`src/inc/icache_pkg.sv`:
```
// constants, carriers and helpers of the instruction cache
package icache_pkg;
  // ************************************************************
  // geometry
  // ************************************************************
  localparam int ENTRIES = 64;
  localparam int IDX_W = 6;
  localparam int IDX_LSB = 2;
  localparam int TAG_LSB = 8;
  localparam int ADDR_TAG_W = 24;
  localparam int TAG_W = ADDR_TAG_W + 1;
  localparam int WORD_SEL_BIT = 1;
  localparam int SPACE_TAG_BIT = 2;
  localparam logic [1:0] LW_ALIGN = 2'h0;

  // ************************************************************
  // register layout
  // ************************************************************
  localparam int CTL_E = 0;
  localparam int CTL_F = 1;
  localparam int CTL_CE = 2;
  localparam int CTL_C = 3;
  localparam int CTL_LIVE_W = 4;
  localparam logic SEL_CONTROL = 1'b0;
  localparam logic SEL_ENTRY = 1'b1;
  localparam logic [31:0] REG_ZERO = 32'h0;
  localparam logic CTL_E_RESET = 1'b0;
  localparam logic CTL_F_RESET = 1'b0;

  // ************************************************************
  // carriers
  // ************************************************************
  typedef struct packed {
    logic [31:0] addr;
    logic [2:0] space;
    logic instr;
  } fetch_t;

  typedef struct packed {
    logic [TAG_W-1:0] tag;
    logic [31:0] data;
  } entry_t;

  typedef struct packed {
    logic [31:0] addr;
    logic [2:0] space;
  } bus_cmd_t;

  typedef enum logic [1:0] {ST_IDLE, ST_LOOKUP, ST_BUS} fsm_t;

  // ************************************************************
  // helpers
  // ************************************************************
  function automatic logic [IDX_W-1:0] entry_index(input logic [31:0] addr);
    entry_index = addr[IDX_LSB +: IDX_W];
  endfunction

  function automatic logic [TAG_W-1:0] entry_tag(input logic [31:0] addr, input logic [2:0] space);
    entry_tag = {addr[TAG_LSB +: ADDR_TAG_W], space[SPACE_TAG_BIT]};
  endfunction
endpackage

```
`src/hw/icache_top.sv`:
```
// direct-mapped instruction cache with control registers
module icache_top
  import icache_pkg::*;
(
  input wire logic clk,
  input wire logic arst_n,
  input wire logic clk_en,
  input wire logic fetch_valid,
  input wire fetch_t fetch_in,
  output logic fetch_ready,
  output logic resp_valid,
  output logic [31:0] resp_data,
  output logic bus_req,
  output bus_cmd_t bus_cmd,
  input wire logic bus_ack,
  input wire logic [31:0] bus_rdata,
  input wire logic ctl_wr,
  input wire logic ctl_rd,
  input wire logic ctl_sel,
  input wire logic [31:0] ctl_wdata,
  output logic [31:0] ctl_rdata,
  input wire logic cache_off_n,
  output logic cache_active
);
  // ************************************************************
  // state
  // ************************************************************
  typedef struct packed {
    fsm_t state;
    logic [ENTRIES-1:0] valid;
    logic ctl_e;
    logic ctl_f;
    logic [IDX_W-1:0] clr_idx;
    fetch_t req;
    logic ready;
    logic resp_valid;
    logic [31:0] resp_data;
    logic bus_req;
    bus_cmd_t bus_cmd;
    logic [31:0] ctl_rdata;
    logic off_s1;
    logic off_s2;
    logic active;
  } state_t;

  localparam state_t STATE_RESET = '{
    state: ST_IDLE,
    valid: '0,
    ctl_e: CTL_E_RESET,
    ctl_f: CTL_F_RESET,
    clr_idx: '0,
    req: '0,
    ready: 1'b1,
    resp_valid: 1'b0,
    resp_data: REG_ZERO,
    bus_req: 1'b0,
    bus_cmd: '0,
    ctl_rdata: REG_ZERO,
    off_s1: 1'b0,
    off_s2: 1'b0,
    active: 1'b0
  };

  state_t q;
  state_t d;

  // ************************************************************
  // array port
  // ************************************************************
  localparam int HALF_W = 16;
  localparam int ADDR_MSB = 31;

  // one shared word picker keeps hit and miss paths in the same order
  function automatic logic [HALF_W-1:0] pick_word(input logic [2*HALF_W-1:0] lw, input logic a1);
    pick_word = a1 ? lw[HALF_W-1:0] : lw[2*HALF_W-1:HALF_W];
  endfunction

  logic we;
  entry_t wentry;
  entry_t rentry;
  logic [IDX_W-1:0] cur_idx;
  logic [TAG_W-1:0] cur_tag;
  logic enabled;
  logic hit;
  logic [HALF_W-1:0] hit_word;

  assign cur_idx = entry_index(q.req.addr);
  assign cur_tag = entry_tag(q.req.addr, q.req.space);
  // pin is sampled through off_s2 only, never the first stage
  assign enabled = q.ctl_e && !q.off_s2;
  assign hit = q.valid[cur_idx] && (rentry.tag == cur_tag);
  // a1 low picks the upper (first) word of the long word
  assign hit_word = pick_word(rentry.data, q.req.addr[WORD_SEL_BIT]);

  icache_store #(
    .DEPTH(ENTRIES),
    .AW(IDX_W)
  ) u_store (
    .clk(clk),
    .clk_en(clk_en),
    .we(we),
    .widx(cur_idx),
    .wentry(wentry),
    .ridx(cur_idx),
    .rentry(rentry)
  );

  // ************************************************************
  // next state
  // ************************************************************
  always_comb begin
    d = q;
    we = 1'b0;
    wentry = '{tag: cur_tag, data: bus_rdata};
    d.off_s1 = !cache_off_n;
    d.off_s2 = q.off_s1;
    d.resp_valid = 1'b0;
    case (q.state)
      ST_IDLE: begin
        if (fetch_valid) begin
          d.req = fetch_in;
          d.state = ST_LOOKUP;
        end
      end
      ST_LOOKUP: begin
        if (enabled && q.req.instr && hit) begin
          d.resp_valid = 1'b1;
          d.resp_data = {{HALF_W{1'b0}}, hit_word};
          d.state = ST_IDLE;
        end else begin
          d.bus_req = 1'b1;
          d.bus_cmd.space = q.req.space;
          if (q.req.instr) begin
            d.bus_cmd.addr = {q.req.addr[ADDR_MSB:IDX_LSB], LW_ALIGN};
          end else begin
            d.bus_cmd.addr = q.req.addr;
          end
          d.state = ST_BUS;
        end
      end
      ST_BUS: begin
        if (bus_ack) begin
          d.bus_req = 1'b0;
          d.resp_valid = 1'b1;
          if (q.req.instr) begin
            d.resp_data = {{HALF_W{1'b0}}, pick_word(bus_rdata, q.req.addr[WORD_SEL_BIT])};
          end else begin
            d.resp_data = bus_rdata;
          end
          // fill only for enabled, unfrozen instruction misses
          if (q.req.instr && enabled && !q.ctl_f) begin
            we = 1'b1;
            d.valid[cur_idx] = 1'b1;
          end
          d.state = ST_IDLE;
        end
      end
      default: begin
        d.state = ST_IDLE;
      end
    endcase
    // invalidation comes after the fill so a clear in the fill cycle wins
    if (ctl_wr) begin
      if (ctl_sel == SEL_CONTROL) begin
        d.ctl_e = ctl_wdata[CTL_E];
        d.ctl_f = ctl_wdata[CTL_F];
        if (ctl_wdata[CTL_C]) begin
          d.valid = '0;
        end
        if (ctl_wdata[CTL_CE]) begin
          d.valid[q.clr_idx] = 1'b0;
        end
      end else if (ctl_sel == SEL_ENTRY) begin
        d.clr_idx = entry_index(ctl_wdata);
      end
    end
    if (ctl_rd) begin
      if (ctl_sel == SEL_CONTROL) begin
        // clear bits are strobes and never stored
        d.ctl_rdata = REG_ZERO;
        d.ctl_rdata[CTL_E] = q.ctl_e;
        d.ctl_rdata[CTL_F] = q.ctl_f;
      end else begin
        d.ctl_rdata = REG_ZERO;
        d.ctl_rdata[IDX_LSB +: IDX_W] = q.clr_idx;
      end
    end
    d.ready = (d.state == ST_IDLE);
    // second stage only: the first stage may still be settling
    d.active = d.ctl_e && !q.off_s2;
  end

  // ************************************************************
  // registers
  // ************************************************************
  always_ff @(posedge clk or negedge arst_n) begin
    if (!arst_n) begin
      q <= STATE_RESET;
    end else if (clk_en) begin
      q <= d;
    end
  end

  assign fetch_ready = q.ready;
  assign resp_valid = q.resp_valid;
  assign resp_data = q.resp_data;
  assign bus_req = q.bus_req;
  assign bus_cmd = q.bus_cmd;
  assign ctl_rdata = q.ctl_rdata;
  assign cache_active = q.active;
endmodule

```
`src/hw/icache_store.sv`:
```
// tag and data array of the instruction cache
module icache_store
  import icache_pkg::*;
#(
  parameter int DEPTH = ENTRIES,
  parameter int AW = IDX_W
) (
  input wire logic clk,
  input wire logic clk_en,
  input wire logic we,
  input wire logic [AW-1:0] widx,
  input wire entry_t wentry,
  input wire logic [AW-1:0] ridx,
  output entry_t rentry
);
  // ************************************************************
  // array
  // ************************************************************
  // no reset: contents mean nothing until the valid bit says so
  entry_t mem [DEPTH];

  always_ff @(posedge clk) begin
    if (clk_en && we) begin
      mem[widx] <= wentry;
    end
  end

  assign rentry = mem[ridx];
endmodule

```
`config.mk`:
```
export PLATFORM = sky130hd
export DESIGN_NAME = icache_top
export DESIGN_NICKNAME = d
export VERILOG_FILES = /design/src/inc/icache_pkg.sv /design/src/hw/icache_top.sv /design/src/hw/icache_store.sv
export SDC_FILE = /design/constraint.sdc
export NUM_CORES = 2
export LEC_CHECK = 0
export BUFFER_PORTS_ARGS = -buffer_cell sky130_fd_sc_hd__buf_2
export CORE_ASPECT_RATIO = 1.5
export CORE_MARGIN = 4
export CORE_UTILIZATION = 55
export CTS_BUF_LIST = sky130_fd_sc_hd__clkbuf_16
export DETAILED_ROUTE_END_ITERATION = 10
export HOLD_SLACK_MARGIN = 0.06
export PLACE_DENSITY = 0.71
export SYNTH_ARGS = -nofsm -noshare
export SYNTH_HDL_FRONTEND = slang
export SYNTH_HIERARCHICAL = 1
export SYNTH_SLANG_ARGS = --single-unit
```
`constraint.sdc`:
```
create_clock -name clk -period 10.3 [get_ports clk]
set_input_delay 1.03 -clock clk [delete_from_list [all_inputs] [get_ports clk]]
set_output_delay 1.03 -clock clk [all_outputs]
set_load 0.005 [all_outputs]
```
==> flow_summary.yaml <==
status:
  run_status: "complete, no violations"
global_routing:
  grt_usage_pct: 28.83
  grt_start_max_net_pins: 104
  grt_pass1_vias: 75390
  antenna_found_initial: 12
  gr-total-overflow: 0
  grt_pass1_wl_um: 566000
placed_design:
  port_buffers: 163
  place_ws_ns: 3.542
  finalWeightedCongestion: 0.8415
  hpwl_um: 221800
timing:
  fin_hold_ws_ns: 0.1302
  setup_viol: 0
  tightest_slew_ns: 1.347
  slew_headroom_pct: 9.817
  timing.final.crit_period_ns: 6.909
  finalSetupTns_ns: 0
  max_freq_mhz: 144.7
  finalCritPeriodShare_pct: 67.08
  fin_skew_ns: 0.06451
  rsz0062_at_grt: "no"
  worst_slack_ns: 3.391
  hold_violations: 0
  slew_viol_final: 0
routing:
  avgViaCountPerCell: 6.831
  finalWirelength_um: 401200
  drt_first_iter_violations: 10850
  detail-route-antenna-nets: 0
  vias: 74280
  dr.pass1.iters: 5
  drc: 0
  wl_per_cell_um: 36.90
floorplanning:
  design.die.area_um2: 279500
  initial_core_util_pct: 55.39
  core_um2: 269100
  rows: 233
  die_h_um: 645.5
  die_w_um: 433.0
  io_pins: 212
cells_and_area:
  final_cell_mix: "3648 x edfxtp_1, 983 x mux4_2, 353 x clkbuf_16"
  nets: 7179
  final_common_cell: "edfxtp_1"
  drive_gt1_share_pct: 28.37
  synthToLayoutAreaGrowth_pct: 10.96
clock_tree:
  cts_tree: "done"
  cts_resized: 0
  clockRootBuffer: "clkbuf_16"
  ctsHoldBuffers: 0
  clock_sinks: 3839
  clockBufferDepth: 4
  numCtsBuffers: 348
  clk_latency_ns: 0.94
  htreeDepth: 5
  clk_pin_slew_worst_paths_ns: 0.06
  postCtsSetupBuffers: 0
power:
  ir_worst_vdd_mv: 0.2819
  p_leak_nw: 53.05
  power_density_nw_per_um2: 267.4
worst_setup_path:
  cp.arrival_ns: 7.71
  startpoint_type: "flip-flop"
  slowest_stage: "dfrtp_4"
  slowest_delay_ns: 0.97
  crit_required_ns: 11.10
  path_class: "flip-flop to flip-flop"
  end_kind: "flip-flop"
  path_max_fanout: 51
  cp_cell_sequence: "buf_12 -> buf_4 -> mux4_2 -> mux4_2 -> o22ai_1 -> nor2_1 -> xnor2_1 -> nand4_1 -> nor3_1 -> nand3_1 -> a31oi_2 -> o21ai_4 -> buf_4 -> mux2i_1"
synth:
  synth_area_leaders: "edfxtp_1 74%, mux4_2 15%, dfrtp_1 3.2%"
  synth_ff_type: "edfxtp_1"
  yosysSeqAreaShare_pct: 76.71
  synth_cell_types: 62
  synth_seq_cells: 3839
  yosysTopAreaCell: "edfxtp_1"
  yosysWarningCount: 6
  async_reset_ff_share_pct: 4.975
  synth_top_area_share_pct: 73.50
  synth_edf_count: 3648
  syn_area_per_cell_um2: 22.05
  syn_inst: 6758
  synth_area_um2: 149000
hold_path:
  hp-class: "input port to asynchronous set/reset pin"
run:
  max-cap-violations: 0
worst paths after layout:
| kind | startpoint | end | slack, ns | cells after the start |
|---|---|---|---|---|
| worst max-delay path | cur_idx[0] | resp_data[27] | 3.39 | 14 |
| worst min-delay path | arst_n | q[165] | 0.13 | 1 |
| worst max register to register | cur_idx[0] | resp_data[27] | 3.39 | 14 |
| worst min register to register | ctl_rdata[4] | ctl_rdata[4] | 0.48 | 2 |
| max in group asynchronous | arst_n | cur_tag[21] | 8.82 | 2 |
| min in group clk | cache_off_n | d[1] | 0.31 | 2 |
routing by layer:
layer	vias to the layer above	wire length [um]	track usage, %
met1	39530	133700	36.89
met4	12	22440	13.17
met2	4830	200600	47.63
met5	-	82	0
met3	1066	44440	6.491
li1	28840	-	-
registers in the layout, indices dropped and copies added, names as in the netlist:
signal,count
ctl_rdata,8
cache_active,1
cur_idx,6
fetch_ready,1
bus_req,1
u_store/mem,3648
resp_valid,1
cur_tag,25
bus_cmd,35
q,80
d,1
resp_data,32
power by group:
part           switching (mW)  internal, mW  leakage [nW]
clock network            5.62          7.04          5.69
logic                    7.61          5.26          12.1
registers               0.437          18.3          35.3
total                    13.7          30.6          53.1
layout make-up:
type	count	area [um2]
tap	3525	4410
fill	17980	103700
clock inverter	273	2173
clock buffer	353	8833
inverter	25	93.84
multi-input combinational	2439	32540
timing repair buffer	413	2940
antenna	7	17.52
sequential	3839	114400
cells in the mapped netlist, drive strengths merged, types with 42 or more instances:
master / count
clkbuf: 162
a31oi: 42
a21oi: 141
buf: 316
o22ai: 148
o22a: 84
mux2: 86
mux4: 983
mux2i: 239
edfxtp: 3648
dfrtp: 190
nor2: 258
nand2: 145
critical path, delay by kind of cell (launching register included):
kind | cells | cell delay, ns
AO/OA/AOI/OAI | 3 | 0.81
AND/OR/NAND/NOR | 4 | 1.40
flip-flops | 1 | 0.97
multiplexers | 3 | 1.37
buffers and inverters | 3 | 1.50
XOR/XNOR | 1 | 0.55
kinds of logic after synthesis:
group,synth area share [%]
other cells,0.002516
buf+inv,1.877
simple gates,1.608
compound gates,2.446
fa+ha+maj,0.03358
mux,17.18
flops,76.71
xor+xnor,0.1469
through the flow:
stage	instances	total power, mW	instance area, um2	util [%]
2_1_floorplan	6781	27.65	149100	-
3_3_place_gp	10240	31.60	154400	57.36
3_5_place_dp	10240	31.80	154400	57.36
4_1_cts	10870	44.34	165400	61.45
5_1_grt	10870	45.65	165400	61.45
6_report	10870	44.23	165400	61.46
(Power assumes the default switching activity.)
